--- config.mk ---
export PLATFORM = sky130hd
export DESIGN_NAME = tcsp_timer
export DESIGN_NICKNAME = d
export VERILOG_FILES = /design/src/tcsp_pkg.sv /design/src/tcsp_timer.sv
export VERILOG_INCLUDE_DIRS = /design/src
export SDC_FILE = /design/constraint.sdc
export NUM_CORES = 1
export LEC_CHECK = 0
export ABC_AREA = 1
export ABC_CLOCK_PERIOD_IN_PS = 1900
export BUFFER_PORTS_ARGS = -buffer_cell sky130_fd_sc_hd__clkbuf_2
export CORE_ASPECT_RATIO = 1.5
export CORE_MARGIN = 5
export CORE_UTILIZATION = 52
export DETAILED_ROUTE_END_ITERATION = 10
export PLACE_DENSITY = 0.91
export SLEW_MARGIN = 15
export SYNTH_ARGS = -nofsm -noshare
export SYNTH_HDL_FRONTEND = slang
export SYNTH_SLANG_ARGS = --single-unit
--- constraint.sdc ---
create_clock -name clk -period 1.9 [get_ports clk]
set_input_delay 0.095 -clock clk [delete_from_list [all_inputs] [get_ports clk]]
set_output_delay 0.095 -clock clk [all_outputs]
set_load 0.005 [all_outputs]
--- src/tcsp_consts.svh ---
// Purpose: Offsets, reset values and timing counts of the shared-prescaler timer.
// Assumes: 32-bit register bus, one register per aligned word.
// Notes:   Byte address of a register is four times its index.
// ==========================================================
// How it works
// Internal source, no prescaler: timer counts once per instruction cycle.
// After any timer write, increments are held off for two instruction cycles.
// Source, clock-select and output-disable all set: count edges on external pin.
// Edge select clear counts rising edges, set counts falling edges.
// Source set, clock-select clear: comparator output counted internally.
// Source and clock-select set, disable clear: comparator drives pin, pin loops back.
// Prescaler serves timer or watchdog, never both; assign bit picks which.
// Prescaler count is never readable or writable by software.
// Timer prescale ratios run in powers of two from 1:2 to 1:256.
// Prescaler output sampled on phases two and four; source needs 2 Tosc levels. Code samples it at phase two only; phase four copies that sample.
// With prescaler, source period at least 4 Tosc over the ratio.
// Timer increments a short sync delay after the active external edge.
// Watchdog-to-timer move: clear watchdog first, then write setup with assign clear.
// Timer-to-watchdog move: clear watchdog, timer, interim setup, watchdog, then final.
// Source select set overrides the pin direction of the external count pin.
// Timer count is an 8-bit read/write register at index 01h.
// Timer write clears prescaler if timer owns it; watchdog clear if watchdog does.
// Every reset zeroes the prescaler count.
// Assign bit and three ratio bits set prescaler owner and ratio.
// Ratio n divides by 2 to n+1; timer wraps from ffh to 00h.
`ifndef TCSP_CONSTS_SVH
`define TCSP_CONSTS_SVH

// ==========================================================
// Register indices
`define TCSP_IDX_TIMER 6'h01
`define TCSP_IDX_CMPCTL 6'h07
`define TCSP_IDX_SETUP 6'h08
`define TCSP_IDX_PINDIR 6'h09
`define TCSP_IDX_WDTCLR 6'h0a

// ==========================================================
// Field positions
`define TCSP_PIN_BIT 2
`define TCSP_CMP_OUT_BIT 7

// ==========================================================
// Reset values
`define TCSP_RST_TIMER 8'h00
`define TCSP_RST_CMPCTL 8'hff
`define TCSP_RST_SETUP 8'hff
`define TCSP_RST_PINDIR 4'hf

// ==========================================================
// Timing counts, in instruction cycles
`define TCSP_INHIBIT_CYC 2'h2

`endif

--- src/tcsp_pkg.sv ---
// Purpose: Types shared by the shared-prescaler timer.
// Assumes: Nothing beyond the constants header.
// Notes:   Struct layouts follow the register bit order, msb first.
package tcsp_pkg;

    // ==========================================================
    // Instruction-cycle phases
    typedef enum logic [1:0] {
        PH_Q1,
        PH_Q2,
        PH_Q3,
        PH_Q4
    } tcsp_phase_e;

    // ==========================================================
    // Setup register layout
    typedef struct packed {
        logic wake_dis;
        logic pullup_dis;
        logic count_source_sel;
        logic edge_select;
        logic prescaler_assign;
        logic [2:0] ratio_field;
    } tcsp_setup_s;

    // ==========================================================
    // Comparator control layout
    typedef struct packed {
        logic cmp_out;
        logic comparator_output_disable;
        logic polarity;
        logic comparator_clock_select;
        logic [3:0] analog_ctl;
    } tcsp_cmpctl_s;

    // ==========================================================
    // Avalon-MM request
    typedef struct packed {
        logic read;
        logic write;
        logic [7:0] address;
        logic [31:0] writedata;
    } tcsp_av_req_s;

endpackage : tcsp_pkg

--- src/tcsp_timer.sv ---
// Purpose: 8-bit timer/counter with a prescaler shared with the watchdog.
// Assumes: All inputs synchronous to clk; watchdog counter lives elsewhere.
// Notes:   One instruction cycle is four clk cycles, phases Q1 to Q4.
//
// Implementation choice: the Avalon-MM slave port.
`timescale 1ns/100ps
`include "tcsp_consts.svh"

module tcsp_timer (
    // Clock and reset
    input wire logic clk,
    input wire logic reset_n,
    // Avalon-MM slave
    input wire tcsp_pkg::tcsp_av_req_s av_req,
    output logic [31:0] av_readdata,
    output logic av_waitrequest,
    // External count pin
    input wire logic ext_count_pin_in,
    output logic ext_count_pin_out,
    output logic ext_count_pin_oe_n,
    // Port latch level for the pin when used as plain output
    input wire logic gpio_level,
    // Raw comparator result
    input wire logic cmp_level,
    // Watchdog side
    input wire logic wdt_tick,
    output logic wdt_post_tick
);

    // ==========================================================
    // Reset release
    logic rst_meta_q;
    logic rst_sync_q;

    always_ff @(posedge clk or negedge reset_n) begin
        if (!reset_n) begin
            rst_meta_q <= 1'b0;
            rst_sync_q <= 1'b0;
        end else begin
            rst_meta_q <= 1'b1;
            rst_sync_q <= rst_meta_q;
        end
    end

    // ==========================================================
    // Address decode
    function automatic logic hit(input logic [7:0] addr, input logic [5:0] idx);
        hit = (addr == {idx, 2'b00});
    endfunction : hit

    logic wait_q;
    logic req_any;
    logic acc;
    logic wr_timer;
    logic wr_cmp;
    logic wr_setup;
    logic wr_pindir;
    logic wr_wdtclr;

    assign req_any = av_req.read | av_req.write;
    assign acc = req_any & ~wait_q;
    assign wr_timer = acc & av_req.write & hit(av_req.address, `TCSP_IDX_TIMER);
    assign wr_cmp = acc & av_req.write & hit(av_req.address, `TCSP_IDX_CMPCTL);
    assign wr_setup = acc & av_req.write & hit(av_req.address, `TCSP_IDX_SETUP);
    assign wr_pindir = acc & av_req.write & hit(av_req.address, `TCSP_IDX_PINDIR);
    assign wr_wdtclr = acc & av_req.write & hit(av_req.address, `TCSP_IDX_WDTCLR);

    // ==========================================================
    // Software registers
    logic [7:0] timer_q;
    logic [7:0] timer_d;
    tcsp_pkg::tcsp_setup_s setup_q;
    tcsp_pkg::tcsp_cmpctl_s cmpctl_q;
    logic [3:0] pin_direction_q;

    always_ff @(posedge clk or negedge rst_sync_q) begin
        if (!rst_sync_q) begin
            setup_q <= `TCSP_RST_SETUP;
            cmpctl_q <= `TCSP_RST_CMPCTL;
            pin_direction_q <= `TCSP_RST_PINDIR;
        end else begin
            if (wr_setup) begin
                setup_q <= av_req.writedata[7:0];
            end
            if (wr_cmp) begin
                cmpctl_q <= {1'b1, av_req.writedata[6:0]};
            end
            if (wr_pindir) begin
                pin_direction_q <= av_req.writedata[3:0];
            end
        end
    end

    // ==========================================================
    // Phase sequencer
    tcsp_pkg::tcsp_phase_e phase_q;
    tcsp_pkg::tcsp_phase_e phase_d;
    logic instr_tick;

    always_comb begin
        unique case (phase_q)
            tcsp_pkg::PH_Q1: phase_d = tcsp_pkg::PH_Q2;
            tcsp_pkg::PH_Q2: phase_d = tcsp_pkg::PH_Q3;
            tcsp_pkg::PH_Q3: phase_d = tcsp_pkg::PH_Q4;
            tcsp_pkg::PH_Q4: phase_d = tcsp_pkg::PH_Q1;
        endcase
    end

    assign instr_tick = (phase_q == tcsp_pkg::PH_Q4);

    // ==========================================================
    // Source selection
    logic ext_mode;
    logic pin_mode;
    logic loop_mode;
    logic cmp_res;
    logic src_raw;
    logic src_pol;
    logic src_prev_q;
    logic src_edge;
    logic psa_timer;

    assign cmp_res = cmp_level ^ ~cmpctl_q.polarity;
    assign ext_mode = setup_q.count_source_sel;
    assign pin_mode = ext_mode & cmpctl_q.comparator_clock_select & cmpctl_q.comparator_output_disable;
    assign loop_mode = ext_mode & cmpctl_q.comparator_clock_select & ~cmpctl_q.comparator_output_disable;
    // Pin path serves both pin and loop-back counting; else internal comparator
    assign src_raw = cmpctl_q.comparator_clock_select ? ext_count_pin_in : cmp_res;
    assign src_pol = src_raw ^ setup_q.edge_select;
    assign src_edge = src_pol & ~src_prev_q;
    assign psa_timer = ~setup_q.prescaler_assign;

    // ==========================================================
    // Shared prescaler
    // Modelled as a synchronous counter, so it never shows ripple glitches
    logic [7:0] ps_q;
    logic ps_in;
    logic ps_clr;
    logic ps_bit;
    logic ps_bit_prev_q;
    logic pre_out;

    assign ps_in = psa_timer ? (ext_mode ? src_edge : instr_tick) : wdt_tick;
    assign ps_clr = psa_timer ? wr_timer : wr_wdtclr;
    assign ps_bit = ps_q[setup_q.ratio_field];
    assign pre_out = psa_timer ? ps_bit : src_pol;

    // ==========================================================
    // Phase-two and phase-four sampling
    logic samp2_q;
    logic samp4_q;
    logic sync_rise;

    assign sync_rise = instr_tick & samp2_q & ~samp4_q;

    // ==========================================================
    // Timer count
    logic [1:0] inhibit_q;
    logic inc_src;
    logic inc_en;

    assign inc_src = (ext_mode | psa_timer) ? sync_rise : instr_tick;
    assign inc_en = inc_src & (inhibit_q == 2'h0);
    assign timer_d = wr_timer ? av_req.writedata[7:0] : (timer_q + {7'h0, inc_en});

    always_ff @(posedge clk or negedge rst_sync_q) begin
        if (!rst_sync_q) begin
            phase_q <= tcsp_pkg::PH_Q1;
            src_prev_q <= 1'b0;
            ps_q <= 8'h00;
            ps_bit_prev_q <= 1'b0;
            samp2_q <= 1'b0;
            samp4_q <= 1'b0;
            inhibit_q <= 2'h0;
            timer_q <= `TCSP_RST_TIMER;
        end else begin
            phase_q <= phase_d;
            src_prev_q <= src_pol;
            ps_q <= ps_clr ? 8'h00 : (ps_q + {7'h0, ps_in});
            ps_bit_prev_q <= ps_bit;
            if (phase_q == tcsp_pkg::PH_Q2) begin
                samp2_q <= pre_out;
            end
            if (instr_tick) begin
                samp4_q <= samp2_q;
            end
            if (wr_timer) begin
                inhibit_q <= `TCSP_INHIBIT_CYC;
            end else if (instr_tick && inhibit_q != 2'h0) begin
                inhibit_q <= inhibit_q - 2'h1;
            end
            timer_q <= timer_d;
        end
    end

    // ==========================================================
    // Bus answer and pin outputs
    // Prescaler has no read path at all
    logic [7:0] rd_byte;
    logic pin_oe_n_d;
    logic pin_out_d;

    assign rd_byte = hit(av_req.address, `TCSP_IDX_TIMER) ? timer_q :
        hit(av_req.address, `TCSP_IDX_CMPCTL) ? {cmp_res, cmpctl_q[6:0]} : 8'h00;
    // Direction bit only counts while the timer does not own the pin
    assign pin_oe_n_d = ext_mode ? ~loop_mode : pin_direction_q[`TCSP_PIN_BIT];
    assign pin_out_d = loop_mode ? cmp_res : gpio_level;

    always_ff @(posedge clk or negedge rst_sync_q) begin
        if (!rst_sync_q) begin
            wait_q <= 1'b1;
            av_readdata <= 32'h0000_0000;
            ext_count_pin_oe_n <= 1'b1;
            ext_count_pin_out <= 1'b0;
            wdt_post_tick <= 1'b0;
        end else begin
            wait_q <= ~(req_any & wait_q);
            if (req_any && wait_q) begin
                av_readdata <= {24'h00_0000, rd_byte};
            end
            ext_count_pin_oe_n <= pin_oe_n_d;
            ext_count_pin_out <= pin_out_d;
            wdt_post_tick <= ~psa_timer & ps_bit & ~ps_bit_prev_q;
        end
    end

    assign av_waitrequest = wait_q;
endmodule : tcsp_timer

==> results of run 1 <==
[state kept, by name (all words and copies together), names as in the netlist]
register	cells
ps_bit_prev_q	1
ext_mode	1
pin_direction_q	1
av_readdata	8
rst_sync_q	1
ext_count_pin_oe_n	1
wdt_post_tick	1
samp2_q	1
inhibit_q	2
samp4_q	1
rst_meta_q	1
cmpctl_q	7
ps_q	8
timer_q	8
av_waitrequest	1
ext_count_pin_out	1
phase_q	2
setup_q	5
src_prev_q	1
[placed cells by master, fill, tap and decap left out, types with 7 or more instances in the layout]
cell / synthesis / final
inv_1: 49 / 46
conb_1: 2 / 25
buf_4: 24 / 21
clkbuf_2: 0 / 35
nor2_1: 19 / 17
nand2_2: 0 / 7
dfrtp_1: 36 / 35
o21ai_0: 19 / 15
nand2_1: 100 / 91
dfstp_2: 16 / 16
nand3_1: 25 / 21
o21ai_2: 8 / 8
[area by class of cell]
type	instances	area [um2]	share of cell area, %
Sequential cell	52	1320	38.7
Timing Repair Buffer	62	397	11.6
Tap cell	68	85.1	2.49
Clock buffer	7	86.3	2.53
Clock inverter	1	7.51	0.220
Inverter	50	188	5.49
Multi-Input combinational cell	237	1330	39.0
[worst max-delay path, cell delays in order, from the launching register on]
cell and delay, ns:
dfstp_2 0.57, inv_2 0.05, nand2_2 0.10, nand3_4 0.10, nand2_2 0.10, nand2_4 0.07
nand2_4 0.07, nand2_2 0.05, a21oi_2 0.15, ha_2 0.22, nand4_1 0.16, nor2_2 0.19
inv_2 0.06, nand2_1 0.05, a21oi_1 0.05
[layer usage]
layer  global-route usage [%]  vias up  part of all wire, %
li1                         -     1144                    -
met1                     20.8     1161                   37
met2                     32.8      112                   54
met3                     3.91       21                  5.9
met4                     10.9        0                  3.7
met5                        0        -                    0
[power by group]
group,leakage (nW),switching (mW),internal (mW)
registers,0.606,0.160,1.30
clock network,0.0445,0.363,0.297
logic,1.14,0.436,0.297
[cells in the mapped netlist]
library cell	number
inv_2	1
nor2_1	19
dfrtp_1	36
buf_4	24
buf_6	1
nand2_1	100
xor2_1	6
or2_2	3
nor3_1	6
ha_1	9
a21oi_1	6
nor3_4	1
mux2_2	1
nand4_4	1
conb_1	2
o21ai_2	8
a31oi_1	1
nor3b_4	1
buf_2	2
nor2_2	1
nand3_1	25
inv_1	49
nand4_1	3
dfstp_2	16
xnor2_1	2
o21ai_0	19
[kinds of logic (layout without fill, tap and decap cells)]
logic type / Yosys count / in the layout
buf+inv: 77 / 120
mux: 1 / 1
fa+ha+maj: 9 / 9
compound gates: 34 / 34
simple gates: 160 / 160
flops: 52 / 52
other cells: 2 / 25
xor+xnor: 8 / 8
[worst max path at each step]
stage / end / cells past startpoint
after floorplan: ps_q[7]$_DFF_PN0_ / 13
after global placement: ps_q[7]$_DFF_PN0_ / 13
after detailed placement: ps_q[7]$_DFF_PN0_ / 13
after CTS: ps_q[3]$_DFF_PN0_ / 13
after global routing: ps_q[6]$_DFF_PN0_ / 14
final: ps_q[6]$_DFF_PN0_ / 14
[what timing repair did]
action                                  in CTS  in global routing
resized for setup                            1                 38
setup buffers                                9                  6
pin swaps                                    6                 10
endpoints found under the setup margin       5                 13
hold buffers                                 3                  0
endpoints found under the hold margin        4                  0
==> impl_metrics.toml, run 1 <==
[run_status]
status = "finished with violations"
failed_checks = "setup timing"

[place]
place_hpwl_um = 4490
post-place-ws_ns = -0.197
place.gp.congestion = 0.817
io_buffers = 35
placed_area_um2 = 3050
place_inst = 452

[floorplanning]
initial_core_util_pct = 54.1
ioPinCount = 84
core_area_um2 = 5200
die_area_um2 = 7020
die_w_um = 70.1
die-height_um = 100
rows = 32

[clock_tree]
htreeDepth = 2
cts_buffer_depth = 2
cts_sinks = 52
clk_latency_ns = 0.31
clk_pin_slew_ns = 0.09
cts_tree = "yes"
cts_buffers = 5
root_buffer = "clkbuf_8"

[sta]
timing_hold_violations_final = 0
setup_ws_ns = -0.209
max_slew.worst_pin.slew_ns = 0.624
fin_crit_sh_pct = 111
clock_skew_ns = 0.00629
rsz0062_at_grt = "true"
slew_viol_final = 0
period_needed_ns = 2.11
whs_ns = 0.0184
totalNegativeSetupSlack_ns = -1.25
setup_viol = 8
relSlewSlack_pct = 58.4
fmax_mhz = 474

[pwr]
p_leak_nw = 1.79
vdd_drop_max_mv = 0.532
total_power_mw = 2.85
power_density_nw_per_um2 = 834

[routing]
dr.pass1.iters = 5
via_per_inst = 5.11
drt_iter0_drc = 268
via_count = 2438
antenna_left = 0
drc = 0
wirelength_um = 7100
routedWlPerCell_um = 14.9

[logic_synthesis]
synth.area.top_cells = "dfrtp_1 32%, dfstp_2 15%, nand2_1 13%"
synth_top_area_share_pct = 32.0
ys_ff_latch = 52
synth.avg_cell_area_um2 = 8.21
synth_xor_xnor_area_share_pct = 2.49
synth_largest_area_cell = "dfrtp_1"
seq_area_frac_synth_pct = 46.9
syn-instance-count = 343
synth_top_family_by_area = "simple AND/OR/NAND/NOR gates"
synthMuxAreaShare_pct = 0.400
syn-cell-area_um2 = 2820
synthAdderAreaFrac_pct = 4.00
synth-compound-area-share_pct = 7.16
synth-simple-area-share_pct = 24.9
synth.distinct_cells = 26
synth_warnings = 0

[critical_path]
cp_max_fo = 3
crit_type = "flip-flop to flip-flop"
end_kind = "flip-flop"
r2r_start = "cmpctl_q[5]$_DFFE_PN1P_"
arrival_ns = 2.30
r2r-end = "ps_q[6]$_DFF_PN0_"
cp_data_required_time_ns = 2.10
rrSetupSlack_ns = -0.21
cp-start-kind = "flip-flop"
cp-startpoint = "cmpctl_q[5]$_DFFE_PN1P_"
reg2reg_depth = 14

[hold_path]
worstHoldStart = "av_req[4]"
hp-class = "primary input to flip-flop"
hold_end = "cmpctl_q[4]$_DFFE_PN1P_"
hold_depth = 3

[layout]
fillers = 386
layout.cells.non_filler = 477
area_growth_pct = 21.4
final_nets = 465
num_antenna_cells = 0
final_core_util_pct = 65.7
drive_above_1_share_pct = 31.3
design_area_um2 = 3420

[grt]
grt_overflow = 0
grt_start_max_net_pins = 51
grt_pass1_vias = 2317
grtUsageTotal_pct = 18.7
grt_pass1_wl_um = 10500
grt_antenna_before_repair = 0

[run]
drv_cap = 0
Power figures use the tool's default switching activity.
==> inputs of run 2 (changes only) <==
- CORE_UTILIZATION: 52 -> 53
- CTS_BUF_LIST: not set -> sky130_fd_sc_hd__clkbuf_2
- PLACE_DENSITY: 0.91 -> 0.93
- SETUP_SLACK_MARGIN: not set -> 0.02
==> run 2 against run 1 <==
Wire length down 3.4%. Critical path depth is 1 lower. Sequential share of layout area down 0.54 points. Combinational power increased by 7.4%. Register-to-register slack got worse by 0.04 ns. Cell area grew 1.4%. Worst hold slack got worse by 0.017 ns. Total power decreased by 0.33%. Largest cell class is now flip-flops and latches. Sequential power hardly changed. Non-clock buffer count up 9. The flow still finishes with violations (setup timing).
==> impl_metrics.toml, run 2 (synthesis gave the netlist of run 1 again) <==
[pwr]
sequentialPowerShare_pct = 50.9
vdd_drop_max_mv = 0.480
p_sw_mw = 0.971
switching_share_pct = 34.2
total_power_mw = 2.84
power_density_nw_per_um2 = 819
power_frac_comb_pct = 27.7
p_leak_nw = 1.82
power_frac_clock_pct = 21.4
p_int_mw = 1.87

[grt]
grt_pass1_vias = 2459
grt_start_max_net_pins = 51
grt_overflow = 0
grt_antenna_before_repair = 0
grtUsageTotal_pct = 19.6
grt_pass1_wl_um = 11000

[place]
placed_area_um2 = 3060
io_buffers = 35
place.gp.congestion = 0.856
place_hpwl_um = 4560

[critical_path]
r2r-end = "ps_q[7]$_DFF_PN0_"
cp_data_required_time_ns = 2.33
cp-startpoint = "cmpctl_q[4]$_DFFE_PN1P_"
end_kind = "flip-flop"
cp_max_fo = 2
cp-start-kind = "flip-flop"
reg2reg_depth = 13
rrSetupSlack_ns = -0.25
cp-endpoint = "ps_q[7]$_DFF_PN0_"
arrival_ns = 2.58
crit_type = "flip-flop to flip-flop"
r2r_start = "cmpctl_q[4]$_DFFE_PN1P_"

[clock_tree]
root_buffer = "clkbuf_2"
cts_buffer_depth = 2
cts_sinks = 52
clk_pin_slew_ns = 0.28
cts_buffers = 5
clk_latency_ns = 0.48
htreeDepth = 2
cts_tree = "yes"

[routing]
routedWlPerCell_um = 14.1
drc = 0
wl_met3_um = 455
via_count = 2523
routed.top_layer = "met4"
via_per_inst = 5.19
met2WireLength_um = 3630
dr.pass1.iters = 7
wl_met1_um = 2460
drt_iter0_drc = 210
antenna_left = 0
wirelength_um = 6860

[layout]
final_cell_mix = "92 x nand2_1, 46 x inv_1, 40 x clkbuf_2"
final_core_util_pct = 67.1
final_nets = 474
final_common_cell = "nand2_1"
design_area_um2 = 3470
area_growth_pct = 23.2
fillers = 364
num_antenna_cells = 0
top_regs = "av_readdata x8, ps_q x8, timer_q x8"
drive_above_1_share_pct = 30.6

[sta]
relSlewSlack_pct = 58.2
max_slew.worst_pin.slew_ns = 0.627
slew_viol_final = 0
fmax_mhz = 465
setup_ws_ns = -0.251
clock_skew_ns = 0.0222
totalNegativeSetupSlack_ns = -1.07
fin_crit_sh_pct = 113
setup_viol = 6
period_needed_ns = 2.15
timing_hold_violations_final = 0
rsz0062_at_grt = "true"

[floorplanning]
die-height_um = 99.3
die_area_um2 = 6900
core_area_um2 = 5160
initial_core_util_pct = 54.5
die_w_um = 69.5
rows = 32
ioPinCount = 84

[run_status]
failed_checks = "setup timing"
status = "finished with violations"

[run]
drv_cap = 0

[hold_path]
hp-class = "primary input to flip-flop"
[run 2: metrics by stage]
step                      setup slack (ns)  cells  hold slack [ns]
final                               -0.251    486          0.00140
after global routing                -0.386    486           0.0260
after global placement             -0.0936    453           -0.120
after detailed placement            -0.189    453           -0.118
after floorplan                    -0.0599    366           -0.201
after CTS                           -0.163    482           0.0307
[run 2: cell type report]
cell class              count  area (um2)  share of cell area (%)
inverters                  50         188                    5.41
multi-input cells         237        1320                    38.0
well taps                  68        85.1                    2.45
clock inverters             3        46.3                    1.34
repair buffers             71         484                    14.0
flip-flops and latches     52        1320                    38.1
clock buffers               5        25.0                   0.722
[run 2: worst max-delay path: stages (launching register included)]
cell and delay (ns):
dfstp_2 0.61, inv_2 0.04, or2_4 0.24, nand2_2 0.07, nand2_2 0.07, nand2_2 0.07
nand2_2 0.05, a21oi_2 0.17, ha_2 0.20, nand2_2 0.07, nor2_4 0.13, nand4_1 0.12
xor2_1 0.17, nor2_1 0.09
[run 2: power groups by stage]
stage          Sequential (mW)  Clock [mW]  Combinational [mW]
6_report                  1.45       0.607               0.787
2_1_floorplan             1.43           0               0.453
5_1_grt                   1.46       0.646               0.887
3_3_place_gp              1.43           0               0.556
4_1_cts                   1.43       0.597               0.700
3_5_place_dp              1.44           0               0.604
[run 2: metal layers]
layer	global-route usage, %	up-vias
met5	0	-
met1	20.3	1197
met2	36.0	123
met3	4.04	36
met4	11.7	0
li1	-	1167
[run 2: repair_timing]
item | 4_1_cts | 5_1_grt
hold endpoints to repair | 28 | 0
gates resized for setup | 17 | 17
hold buffers | 14 | 0
pin swaps | 16 | 19
gates cloned | 0 | 0
buffers inserted | 7 | 4
endpoints found under the setup margin | 9 | 13
[run 2: worst min-delay path by stage]
stage / from / cells after the start / end
after floorplan: reset_n / 0 / rst_meta_q$_DFF_PN0_
after global placement: reset_n / 1 / rst_meta_q$_DFF_PN0_
after detailed placement: reset_n / 1 / rst_meta_q$_DFF_PN0_
after CTS: ext_count_pin_in / 5 / src_prev_q$_DFF_PN0_
after global routing: av_req[37] / 4 / cmpctl_q[0]$_DFFE_PN1P_
final: av_req[37] / 6 / av_readdata[1]$_DFFE_PN0P_
